`config.mk`:
```
export PLATFORM = sky130hd
export DESIGN_NAME = sci_top
export DESIGN_NICKNAME = d
export VERILOG_FILES = /design/src/sci_pkg.sv /design/src/sci_top.sv /design/src/sci_qmask.sv /design/src/sci_settle.sv
export SDC_FILE = /design/constraint.sdc
export NUM_CORES = 1
export LEC_CHECK = 0
export ABC_AREA = 1
export BUFFER_PORTS_ARGS = -buffer_cell sky130_fd_sc_hd__clkbuf_2
export CAP_MARGIN = 20
export CORE_ASPECT_RATIO = 0.5
export CORE_MARGIN = 2
export CORE_UTILIZATION = 50
export CTS_BUF_LIST = sky130_fd_sc_hd__clkbuf_4
export CTS_CLUSTER_DIAMETER = 200
export DETAILED_ROUTE_END_ITERATION = 7
export PLACE_DENSITY = 0.78
export SYNTH_ARGS = -nofsm -noshare
export SYNTH_HDL_FRONTEND = slang
export SYNTH_SLANG_ARGS = --single-unit
```
`constraint.sdc`:
```
create_clock -name clk_sys -period 3.81 [get_ports clk_sys]
set_input_delay 0.381 -clock clk_sys [delete_from_list [all_inputs] [get_ports clk_sys]]
set_output_delay 0.381 -clock clk_sys [all_outputs]
set_load 0.02 [all_outputs]
```
`src/sci_pkg.sv`:
```
// shared constants and carriers for the status command interpreter
package sci_pkg;
  localparam int          MASK_W         = 12;
  localparam int          BIT_PWR_LOSS   = 11;
  localparam int          BIT_OVERLOAD   = 10;
  localparam int          BIT_RELAY      = 9;
  localparam int          BIT_THERMAL    = 3;
  localparam int          BIT_CURR       = 1;
  localparam int          BIT_VOLT       = 0;
  localparam logic [11:0] MASK_USED      = 12'he0b;
  localparam logic [11:0] MASK_RESET     = 12'h000;
  localparam logic [15:0] ERR_NONE       = 16'h0000;
  localparam logic [15:0] ERR_COMMAND    = 16'hff9c;
  localparam logic [15:0] ERR_RANGE      = 16'hff22;
  localparam logic [15:0] ERR_HARDWARE   = 16'hff10;
  localparam logic [4:0]  MAX_CHANNEL    = 5'h1f;
  localparam int          SETTLE_NS      = 1000;
  localparam int          CLK_NS         = 4;
  localparam logic [15:0] SETTLE_CYCLES  = 16'((SETTLE_NS + CLK_NS - 1) / CLK_NS);
  localparam int          RESP_NS        = 2000;
  localparam logic [15:0] RESP_CYCLES    = 16'(RESP_NS / CLK_NS);

  typedef enum logic [3:0] {
    SCI_OP_NONE      = 4'h0,
    SCI_OP_MASK_WR   = 4'h1,
    SCI_OP_MASK_RD   = 4'h2,
    SCI_OP_ERR_RD    = 4'h3,
    SCI_OP_LANG_CIIL = 4'h4,
    SCI_OP_GAL       = 4'h5,
    SCI_OP_SCPI      = 4'h6,
    SCI_OP_FNC_SET   = 4'h7,
    SCI_OP_FNC_READ  = 4'h8,
    SCI_OP_INX       = 4'h9,
    SCI_OP_FTH       = 4'ha,
    SCI_OP_EVT_RD    = 4'hb,
    SCI_OP_BAD       = 4'hf
  } sci_op_t;

  typedef enum logic [1:0] {
    SCI_RSP_VALUE = 2'h0,
    SCI_RSP_ERROR = 2'h1,
    SCI_RSP_TOUT  = 2'h2,
    SCI_RSP_READ  = 2'h3
  } sci_rsp_kind_t;

  // decoded command from the text parser
  typedef struct packed {
    logic          valid;
    sci_op_t       op;
    logic [23:0]   dev_code;
    logic          quantity_curr;
    logic [4:0]    channel;
    logic [15:0]   value;
  } sci_cmd_t;

  // answer to the parser for formatting
  typedef struct packed {
    logic          valid;
    sci_rsp_kind_t kind;
    logic [15:0]   number;
    logic [1:0]    msg_sel;
    logic          sci_notation;
  } sci_rsp_t;

  // supply-side fault levels
  typedef struct packed {
    logic input_power_lost;
    logic limit_exceeded;
    logic relay_fault;
    logic thermal_fault;
    logic curr_fault;
    logic volts_fault;
  } sci_fault_t;
endpackage : sci_pkg

```
`src/sci_top.sv`:
```
// status command interpreter: decoded commands in, formatted answers out
// Functional notes
// - fault sets condition only when mask enabled
// - mask bits 11,10,9,3,1,0 name conditions
// - mask write loads binary weights of value
// - mask query returns mask as weight sum
// - error query gives number and message; 0 none
// - bad syntax reports error -100
// - over-rating value reports -222 with quantity text
// - unresponsive supply reports error -240
// - language command CIIL switches decoder
// - back to SCPI only after GAL then SCPI
// - FNC SET programs, FNC VOLT/CURR reads
// - FNC device code must be DCS
// - FNC channel selects supply channel
// - INX starts acquisition per preceding FNC
// - INX answers time-out; nonzero means unsettled
// - catastrophic fault replaces INX/FTH answer
// - FTH returns reading in scientific notation
// - condition register holds live fault state
// - event bits clear once reported
`timescale 1ns/1ns
`default_nettype none
module sci_top (
  // clock and reset
  input  wire logic                clk_sys,
  input  wire logic                resetn,
  // decoded command from the parser
  input  wire sci_pkg::sci_cmd_t   cmd,
  // supply side
  input  wire sci_pkg::sci_fault_t faults,
  input  wire logic [15:0]         max_volt,
  input  wire logic [15:0]         max_curr,
  input  wire logic [15:0]         meas_volt,
  input  wire logic [15:0]         meas_curr,
  input  wire logic                supply_ack,
  // answer to the parser
  output var  sci_pkg::sci_rsp_t   rsp,
  // supply programming
  output var  logic                prog_stb,
  output var  logic                prog_curr,
  output var  logic [4:0]          prog_channel,
  output var  logic [15:0]         prog_value,
  // status
  output var  logic                ciil_mode,
  output var  logic [11:0]         ques_cond
);
  typedef enum logic [1:0] {
    SCI_L_SCPI     = 2'b00,
    SCI_L_CIIL     = 2'b01,
    SCI_L_CIIL_GAL = 2'b11
  } sci_lang_t;

  typedef struct packed {
    sci_lang_t         lang;
    logic              fnc_ok;
    logic              fnc_curr;
    logic [4:0]        fnc_ch;
    logic              inx_done;
    logic              inx_curr;
    logic [15:0]       err_num;
    logic [1:0]        err_msg;
    sci_pkg::sci_rsp_t rsp;
    logic              prog_stb;
    logic              prog_curr;
    logic [4:0]        prog_ch;
    logic [15:0]       prog_value;
  } sci_state_t;

  sci_state_t  st, next_st;
  logic [1:0]  rst_sync;
  logic        rst_n;
  logic [11:0] mask;
  logic [11:0] cond;
  logic [11:0] evt;
  logic [15:0] remain;
  logic        no_response;
  logic        mask_wr;
  logic        evt_rd;
  logic        inx_go;
  logic        catastrophic;
  logic        legal;

  // reset released through two flops so release is clean
  always_ff @(posedge clk_sys or negedge resetn) begin
    if (!resetn) begin
      rst_sync <= 2'b00;
    end else begin
      rst_sync <= {rst_sync[0], 1'b1};
    end
  end
  assign rst_n = rst_sync[1];

  function automatic logic is_ciil_op(input sci_pkg::sci_op_t op);
    case (op)
      sci_pkg::SCI_OP_GAL, sci_pkg::SCI_OP_FNC_SET, sci_pkg::SCI_OP_FNC_READ,
      sci_pkg::SCI_OP_INX, sci_pkg::SCI_OP_FTH: is_ciil_op = 1'b1;
      default: is_ciil_op = 1'b0;
    endcase
  endfunction : is_ciil_op

  function automatic sci_pkg::sci_rsp_t mk_rsp(input sci_pkg::sci_rsp_kind_t kind,
                                               input logic [15:0] number,
                                               input logic [1:0] msg_sel);
    mk_rsp = '{valid: 1'b1, kind: kind, number: number, msg_sel: msg_sel,
               sci_notation: kind == sci_pkg::SCI_RSP_READ};
  endfunction : mk_rsp

  assign mask_wr = cmd.valid && cmd.op == sci_pkg::SCI_OP_MASK_WR && st.lang == SCI_L_SCPI;
  assign evt_rd  = cmd.valid && cmd.op == sci_pkg::SCI_OP_EVT_RD && st.lang == SCI_L_SCPI;
  assign inx_go  = cmd.valid && cmd.op == sci_pkg::SCI_OP_INX && st.lang != SCI_L_SCPI
                   && st.fnc_ok;
  // catastrophic: any supply fault present on the fault inputs right now, unregistered, masked or not
  assign catastrophic = |{faults.input_power_lost, faults.limit_exceeded, faults.relay_fault,
                          faults.thermal_fault, faults.curr_fault, faults.volts_fault};

  sci_qmask u_qmask (
    .clk_sys (clk_sys),
    .rst_n   (rst_n),
    .wr      (mask_wr),
    .wdata   (cmd.value[11:0]),
    .evt_rd  (evt_rd),
    .faults  (faults),
    .mask    (mask),
    .cond    (cond),
    .evt     (evt)
  );

  sci_settle u_settle (
    .clk_sys     (clk_sys),
    .rst_n       (rst_n),
    .restart     (st.prog_stb),
    .supply_ack  (supply_ack),
    .cmd_sent    (st.prog_stb),
    .remain      (remain),
    .no_response (no_response)
  );

  always_comb begin
    next_st          = st;
    next_st.rsp      = '0;
    next_st.prog_stb = 1'b0;
    legal            = 1'b1;
    if (no_response) begin
      next_st.err_num = sci_pkg::ERR_HARDWARE;
      next_st.err_msg = 2'h3;
    end
    if (cmd.valid) begin
      if (st.lang == SCI_L_SCPI) begin
        case (cmd.op)
          sci_pkg::SCI_OP_MASK_WR: begin
            next_st.rsp.valid = 1'b0;
          end
          sci_pkg::SCI_OP_MASK_RD: begin
            // bits read back exactly as written, unused ones too
            next_st.rsp = mk_rsp(sci_pkg::SCI_RSP_VALUE, {4'h0, mask}, 2'h0);
          end
          sci_pkg::SCI_OP_EVT_RD: begin
            next_st.rsp = mk_rsp(sci_pkg::SCI_RSP_VALUE, {4'h0, evt}, 2'h0);
          end
          sci_pkg::SCI_OP_ERR_RD: begin
            next_st.rsp     = mk_rsp(sci_pkg::SCI_RSP_ERROR, st.err_num, st.err_msg);
            next_st.err_num = sci_pkg::ERR_NONE;
            next_st.err_msg = 2'h0;
          end
          sci_pkg::SCI_OP_LANG_CIIL: begin
            next_st.lang = SCI_L_CIIL;
          end
          default: begin
            legal = 1'b0;
          end
        endcase
      end else begin
        // only GAL arms the return; anything else in between disarms it
        if (st.lang == SCI_L_CIIL_GAL && cmd.op == sci_pkg::SCI_OP_SCPI) begin
          next_st.lang = SCI_L_SCPI;
        end else if (cmd.op == sci_pkg::SCI_OP_GAL) begin
          next_st.lang = SCI_L_CIIL_GAL;
        end else begin
          next_st.lang = SCI_L_CIIL;
        end
        if (cmd.op != sci_pkg::SCI_OP_INX) begin
          next_st.inx_done = 1'b0;
        end
        case (cmd.op)
          sci_pkg::SCI_OP_GAL, sci_pkg::SCI_OP_SCPI: begin
            legal = st.lang == SCI_L_CIIL_GAL || cmd.op == sci_pkg::SCI_OP_GAL;
          end
          sci_pkg::SCI_OP_FNC_SET, sci_pkg::SCI_OP_FNC_READ: begin
            if (cmd.dev_code != "DCS" || cmd.channel == 5'h00) begin
              legal          = 1'b0;
              next_st.fnc_ok = 1'b0;
            end else begin
              next_st.fnc_ok   = 1'b1;
              next_st.fnc_ch   = cmd.channel;
              next_st.fnc_curr = cmd.quantity_curr;
              if (cmd.op == sci_pkg::SCI_OP_FNC_SET) begin
                if (cmd.value > (cmd.quantity_curr ? max_curr : max_volt)) begin
                  next_st.err_num = sci_pkg::ERR_RANGE;
                  next_st.err_msg = cmd.quantity_curr ? 2'h2 : 2'h1;
                end else begin
                  next_st.prog_stb   = 1'b1;
                  next_st.prog_curr  = cmd.quantity_curr;
                  next_st.prog_ch    = cmd.channel;
                  next_st.prog_value = cmd.value;
                end
              end
            end
          end
          sci_pkg::SCI_OP_INX: begin
            if (!st.fnc_ok) begin
              legal = 1'b0;
            end else if (catastrophic) begin
              next_st.rsp      = mk_rsp(sci_pkg::SCI_RSP_ERROR, sci_pkg::ERR_HARDWARE,
                                        2'h3);
              next_st.inx_done = 1'b0;
            end else begin
              next_st.inx_done = 1'b1;
              next_st.inx_curr = cmd.quantity_curr;
              // settling runs from the last programming, so repeats count down
              next_st.rsp = mk_rsp(sci_pkg::SCI_RSP_TOUT,
                                   remain,
                                   2'h0);
            end
          end
          sci_pkg::SCI_OP_FTH: begin
            if (catastrophic) begin
              next_st.rsp = mk_rsp(sci_pkg::SCI_RSP_ERROR, sci_pkg::ERR_HARDWARE,
                                   2'h3);
            end else if (!st.inx_done || st.inx_curr != cmd.quantity_curr) begin
              legal = 1'b0;
            end else begin
              next_st.rsp = mk_rsp(sci_pkg::SCI_RSP_READ,
                                   st.inx_curr ? meas_curr : meas_volt,
                                   2'h0);
            end
          end
          default: begin
            legal = is_ciil_op(cmd.op);
          end
        endcase
      end
      if (!legal) begin
        next_st.err_num = sci_pkg::ERR_COMMAND;
        next_st.err_msg = 2'h0;
        if (st.lang != SCI_L_SCPI) begin
          next_st.rsp = mk_rsp(sci_pkg::SCI_RSP_ERROR, sci_pkg::ERR_COMMAND, 2'h0);
        end
      end
    end
  end

  always_ff @(posedge clk_sys or negedge rst_n) begin
    if (!rst_n) begin
      st <= '0;
    end else begin
      st <= next_st;
    end
  end

  assign rsp          = st.rsp;
  assign prog_stb     = st.prog_stb;
  assign prog_curr    = st.prog_curr;
  assign prog_channel = st.prog_ch;
  assign prog_value   = st.prog_value;
  assign ciil_mode    = st.lang != SCI_L_SCPI;
  assign ques_cond    = cond;

  property p_ciil_entry;
    @(posedge clk_sys) disable iff (!rst_n)
      (cmd.valid && cmd.op == sci_pkg::SCI_OP_LANG_CIIL && !ciil_mode) |=> ciil_mode;
  endproperty
  a_ciil_entry: assert property (p_ciil_entry) else $error("language switch ignored");

  property p_scpi_return;
    @(posedge clk_sys) disable iff (!rst_n)
      (cmd.valid && cmd.op == sci_pkg::SCI_OP_SCPI && st.lang == SCI_L_CIIL_GAL)
        |=> !ciil_mode;
  endproperty
  a_scpi_return: assert property (p_scpi_return) else $error("scpi return malformed");

  property p_scpi_needs_gal;
    @(posedge clk_sys) disable iff (!rst_n)
      ($fell(ciil_mode)) |-> $past(st.lang, 2) == SCI_L_CIIL_GAL || $past(st.lang) == SCI_L_CIIL_GAL;
  endproperty
  a_scpi_needs_gal: assert property (p_scpi_needs_gal) else $error("left ciil without gal");

  property p_mask_read;
    @(posedge clk_sys) disable iff (!rst_n)
      (cmd.valid && cmd.op == sci_pkg::SCI_OP_MASK_RD && !ciil_mode)
        |=> rsp.valid && rsp.number == {4'h0, mask};
  endproperty
  a_mask_read: assert property (p_mask_read) else $error("mask query answer wrong");

  property p_bad_syntax;
    @(posedge clk_sys) disable iff (!rst_n)
      (cmd.valid && cmd.op == sci_pkg::SCI_OP_BAD && !no_response)
        |=> st.err_num == sci_pkg::ERR_COMMAND;
  endproperty
  a_bad_syntax: assert property (p_bad_syntax) else $error("bad command not flagged");

  property p_fth_sci;
    @(posedge clk_sys) disable iff (!rst_n)
      (cmd.valid && ciil_mode && cmd.op == sci_pkg::SCI_OP_FTH && !catastrophic && st.inx_done
       && st.inx_curr == cmd.quantity_curr)
        |=> rsp.valid && rsp.kind == sci_pkg::SCI_RSP_READ && rsp.sci_notation;
  endproperty
  a_fth_sci: assert property (p_fth_sci) else $error("reading not scientific");

  property p_catastrophic;
    @(posedge clk_sys) disable iff (!rst_n)
      (cmd.valid && ciil_mode && cmd.op == sci_pkg::SCI_OP_FTH && catastrophic)
        |=> !(rsp.valid && rsp.kind == sci_pkg::SCI_RSP_READ);
  endproperty
  a_catastrophic: assert property (p_catastrophic) else $error("reading given under fault");

  property p_inx_tout;
    @(posedge clk_sys) disable iff (!rst_n)
      (inx_go && !catastrophic)
        |=> rsp.kind == sci_pkg::SCI_RSP_TOUT && rsp.number == $past(remain);
  endproperty
  a_inx_tout: assert property (p_inx_tout) else $error("inx time-out wrong");
endmodule : sci_top
`default_nettype wire

```
`src/sci_qmask.sv`:
```
// questionable enable mask, live condition gating and event latch
`timescale 1ns/1ns
`default_nettype none
module sci_qmask (
  // clock and reset
  input  wire logic              clk_sys,
  input  wire logic              rst_n,
  // mask access
  input  wire logic              wr,
  input  wire logic [11:0]       wdata,
  input  wire logic              evt_rd,
  input  wire sci_pkg::sci_fault_t faults,
  // results
  output var  logic [11:0]       mask,
  output var  logic [11:0]       cond,
  output var  logic [11:0]       evt
);
  typedef struct packed {
    logic [11:0] mask;
    logic [11:0] cond;
    logic [11:0] evt;
  } sci_qm_state_t;

  sci_qm_state_t st, next_st;
  logic [11:0]   raw;

  always_comb begin
    raw = '0;
    raw[sci_pkg::BIT_PWR_LOSS] = faults.input_power_lost;
    raw[sci_pkg::BIT_OVERLOAD] = faults.limit_exceeded;
    raw[sci_pkg::BIT_RELAY]    = faults.relay_fault;
    raw[sci_pkg::BIT_THERMAL]  = faults.thermal_fault;
    raw[sci_pkg::BIT_CURR]     = faults.curr_fault;
    raw[sci_pkg::BIT_VOLT]     = faults.volts_fault;
    next_st = st;
    if (wr) begin
      next_st.mask = wdata;
    end
    // live, unlatched; unused positions never gate
    next_st.cond = raw & st.mask & sci_pkg::MASK_USED;
    // new condition wins over the read-clear
    next_st.evt = (evt_rd ? 12'h000 : st.evt) | (next_st.cond & ~st.cond);
  end

  always_ff @(posedge clk_sys or negedge rst_n) begin
    if (!rst_n) begin
      st <= '{mask: sci_pkg::MASK_RESET, cond: 12'h000, evt: 12'h000};
    end else begin
      st <= next_st;
    end
  end

  assign mask = st.mask;
  assign cond = st.cond;
  assign evt  = st.evt;

  property p_gate;
    @(posedge clk_sys) disable iff (!rst_n)
      1'b1 |=> (cond & ~($past(st.mask) & sci_pkg::MASK_USED)) == 12'h000;
  endproperty
  a_gate: assert property (p_gate) else $error("condition set with mask bit clear");
endmodule : sci_qmask
`default_nettype wire

```
`src/sci_settle.sv`:
```
// settle timer for acquisitions and supply response watchdog for programming strobes
`timescale 1ns/1ns
`default_nettype none
module sci_settle (
  // clock and reset
  input  wire logic        clk_sys,
  input  wire logic        rst_n,
  // control
  input  wire logic        restart,
  input  wire logic        supply_ack,
  input  wire logic        cmd_sent,
  // status
  output var  logic [15:0] remain,
  output var  logic        no_response
);
  typedef struct packed {
    logic [15:0] remain;
    logic [15:0] wd;
    logic        wd_run;
    logic        no_response;
  } sci_st_state_t;

  sci_st_state_t st, next_st;

  always_comb begin
    next_st = st;
    // one-cycle pulse, so an error query can clear the stored error
    next_st.no_response = 1'b0;
    if (restart) begin
      next_st.remain = sci_pkg::SETTLE_CYCLES;
    end else if (st.remain != 16'h0000) begin
      next_st.remain = st.remain - 16'h0001;
    end
    if (cmd_sent) begin
      next_st.wd          = sci_pkg::RESP_CYCLES;
      next_st.wd_run      = 1'b1;
      next_st.no_response = 1'b0;
    end else if (supply_ack) begin
      next_st.wd_run = 1'b0;
    end else if (st.wd_run && st.wd == 16'h0000) begin
      next_st.wd_run      = 1'b0;
      next_st.no_response = 1'b1;
    end else if (st.wd_run) begin
      next_st.wd = st.wd - 16'h0001;
    end
  end

  always_ff @(posedge clk_sys or negedge rst_n) begin
    if (!rst_n) begin
      st <= '{remain: 16'h0000, wd: 16'h0000, wd_run: 1'b0, no_response: 1'b0};
    end else begin
      st <= next_st;
    end
  end

  assign remain      = st.remain;
  assign no_response = st.no_response;

  property p_restart;
    @(posedge clk_sys) disable iff (!rst_n)
      restart |=> remain == sci_pkg::SETTLE_CYCLES;
  endproperty
  a_restart: assert property (p_restart) else $error("settle timer not reloaded");
endmodule : sci_settle
`default_nettype wire

```
==> flow_metrics.env <==
export IMPL_worst_slew_pin_slew_ns=0.9858
export IMPL_grt_max_degree=73
export IMPL_cts_buffer_depth=2
export IMPL_worstSetupEndpointType="flop"
export IMPL_cts_sinks=128
export IMPL_dieArea_um2=16170
export IMPL_cts_root_buf="clkbuf_4"
export IMPL_hold_class="input pin to flop"
export IMPL_io_buffers=175
export IMPL_status="completed"
export IMPL_route_antenna_remaining_nets=0
export IMPL_gp_congestion=0.9089
export IMPL_placed_area_um2=8262
export IMPL_dp_hpwl_um=15300
export IMPL_dr_pass1_iters=6
export IMPL_grt_first_pass_wirelength_um=33200
export IMPL_drtIter0Drc=605
export IMPL_post_cts_setup_buffers=0
export IMPL_insertedDiodeCount=0
export IMPL_slew_violations=0
export IMPL_drc=0
export IMPL_multi_input_area_um2=3416
export IMPL_h_tree_depth=4
export IMPL_p_leak_nw=4.698
export IMPL_cap_violations=0
export IMPL_worstPathRequired_ns=4.25
export IMPL_synth_warnings=0
export IMPL_synth_top_area_share_pct=42.39
export IMPL_gr_total_overflow=0
export IMPL_ctsResizeCount=0
export IMPL_design_power_total_mw=3.329
export IMPL_synth_cells=986
export IMPL_most_common_layout_cells="nand2_1 (243), clkbuf_2 (175), dfrtp_1 (127)"
export IMPL_ioPinCount=182
export IMPL_p_per_area_nw_per_um2=387.4
export IMPL_ir_drop_mv=0.2267
export IMPL_layout_commonest_cell="nand2_1"
export IMPL_grt_use_total_pct=25.66
export IMPL_synth_edff_count=0
export IMPL_area_growth_pct=13.71
export IMPL_finalInstanceArea_um2=8592
export IMPL_reg2reg_depth=9
export IMPL_insertion_delay_ns=0.52
export IMPL_worstSetupPathType="flop to flop"
export IMPL_worst_slack_ns=1.371
export IMPL_clkTransAtPathRegs_ns=0.12
export IMPL_skew_ns=0.02835
export IMPL_coreArea_um2=14620
export IMPL_cts_buffers_inserted=17
export IMPL_rsz0062_at_grt="no"
export IMPL_nets=1259
export IMPL_ys_async_sr_fraction_pct=100.0
export IMPL_viasPerCell=5.299
export IMPL_nFillCells=1351
export IMPL_start_util_pct=51.67
export IMPL_synth_area_leaders="dfrtp_1 (42%), nand2_1 (12%), inv_1 (5.7%)"
export IMPL_finalCriticalPeriod_ns=2.439
export IMPL_layout_drive_gt1_share_pct=21.61
export IMPL_hold_buffers=1
export IMPL_ys_ff_latch=128
export IMPL_synth_top_area_cell="dfrtp_1"
export IMPL_setup_tns_ns=0
export IMPL_hold_depth=3
export IMPL_regArea_um2=3207
export IMPL_pre_cts_ws_ns=1.016
export IMPL_vias=7032
export IMPL_rows=31
export IMPL_finalCritPeriodShare_pct=64.01
export IMPL_die_width_um=177.9
export IMPL_arrival_ns=2.88
export IMPL_grt_pass1_vias=6895
export IMPL_finalHoldViolCount=0
export IMPL_slew_headroom_pct=34.28
export IMPL_synth_cell_area_um2=7556
export IMPL_wire_per_inst_um=15.04
export IMPL_setup_violations=0
export IMPL_seq_area_frac_synth_pct=42.39
export IMPL_die_h_um=90.93
export IMPL_synth_flop_cell="dfrtp_1"
export IMPL_cp_start_kind="flop"
export IMPL_cp_max_fo=19
export IMPL_synth_cell_types=45
export IMPL_cts_tree="built"
export IMPL_antenna_found_initial=0
export IMPL_avgSynthCellArea_um2=7.663
export IMPL_wl_um=19960
export IMPL_max_freq_mhz=410.1
[per-layer routing]
layer	share of wire, %	global-route usage, %	up-vias
li1	-	-	3397
met1	44	33.82	3341
met2	48	43.06	263
met3	7.1	5.471	31
met4	1.3	6.557	0
met5	0	0	-
[through the flow]
step           util (%)  hold slack (ns)  instances
6_report          58.76          0.08367       1327
5_1_grt           58.76          0.06190       1327
4_1_cts           58.69        0.0001313       1326
3_5_place_dp      56.50           0.1698       1294
3_3_place_gp      56.50           0.1684       1294
2_1_floorplan         -          0.08541        991
[area by class of cell]
class | count | share of cell area (%)
inverters | 124 | 5.417
clock inverters | 12 | 1.951
repair buffers | 182 | 11.01
multi-input cells | 664 | 39.76
well taps | 198 | 2.883
flip-flops and latches | 128 | 37.32
clock buffers | 19 | 1.660
[registers in the layout, summed over array words and instances, names as in the netlist]
signal,cells
u_settle.remain,16
rst_sync,2
prog_channel,5
prog_curr,1
prog_value,16
u_qmask.mask,12
rsp,22
u_settle.no_response,1
prog_stb,1
u_qmask.cond,6
u_settle.st,17
st,23
u_qmask.evt,6
[worst max-delay path, cell delays in order (launching register included)]
cell and delay (ns):
dfrtp_1 0.45, nor2_4 0.43, inv_2 0.27, a31oi_1 0.27, nand3_1 0.22, nand2_4 0.29
nor2_2 0.08, nand2_2 0.17, o21ai_1 0.09, nand2_1 0.07
[Yosys cell counts (3+ instances only)]
cell      count
a211oi_1      4
a21oi_1      19
a31oi_1       5
a32o_1        5
buf_4        51
clkbuf_1     18
dfrtp_1     128
ha_1         18
inv_1       115
inv_2         7
mux2i_1      20
nand2_1     243
nand2_2       7
nand3_1      38
nand4_1       6
nor2_1      103
nor2_2        9
nor3_1       21
nor4_1        6
o211ai_1      5
o21ai_0      49
o21ai_1      39
o21ai_2       4
o22ai_1       5
o311ai_0     10
o31ai_1       4
or2_1         3
xnor2_1       6
xor2_1       14
[power by group]
| group | internal [mW] | switching [mW] | leakage [nW] | total [mW] |
|---|---|---|---|---|
| Combinational | 0.247 | 0.443 | 2.90 | 0.689 |
| Clock | 0.528 | 0.516 | 0.168 | 1.04 |
| Sequential | 1.49 | 0.103 | 1.63 | 1.60 |
[final timing paths]
path	to	slack (ns)	startpoint
worst max register to register	st[60]	1.37	st[73]
worst min-delay path	u_qmask.cond[11]	0.08	faults[5]
min in group asynchronous	rst_sync[1]	0.15	resetn
worst min register to register	rst_sync[1]	0.36	rst_sync[0]
worst max-delay path	st[60]	1.37	st[73]
max in group asynchronous	prog_channel[3]	2.44	rst_sync[1]
[cell families after synthesis]
| group | share of synthesized area [%] |
|---|---|
| XOR/XNOR | 2.318 |
| AND/OR/NAND/NOR | 24.74 |
| other | 0.09939 |
| buffers and inverters | 12.65 |
| flip-flops | 42.39 |
| multiplexers | 2.649 |
| adder cells (fa/ha/maj) | 2.981 |
| AO/OA/AOI/OAI | 12.17 |
No activity file was read; power rests on OpenSTA's default activity.
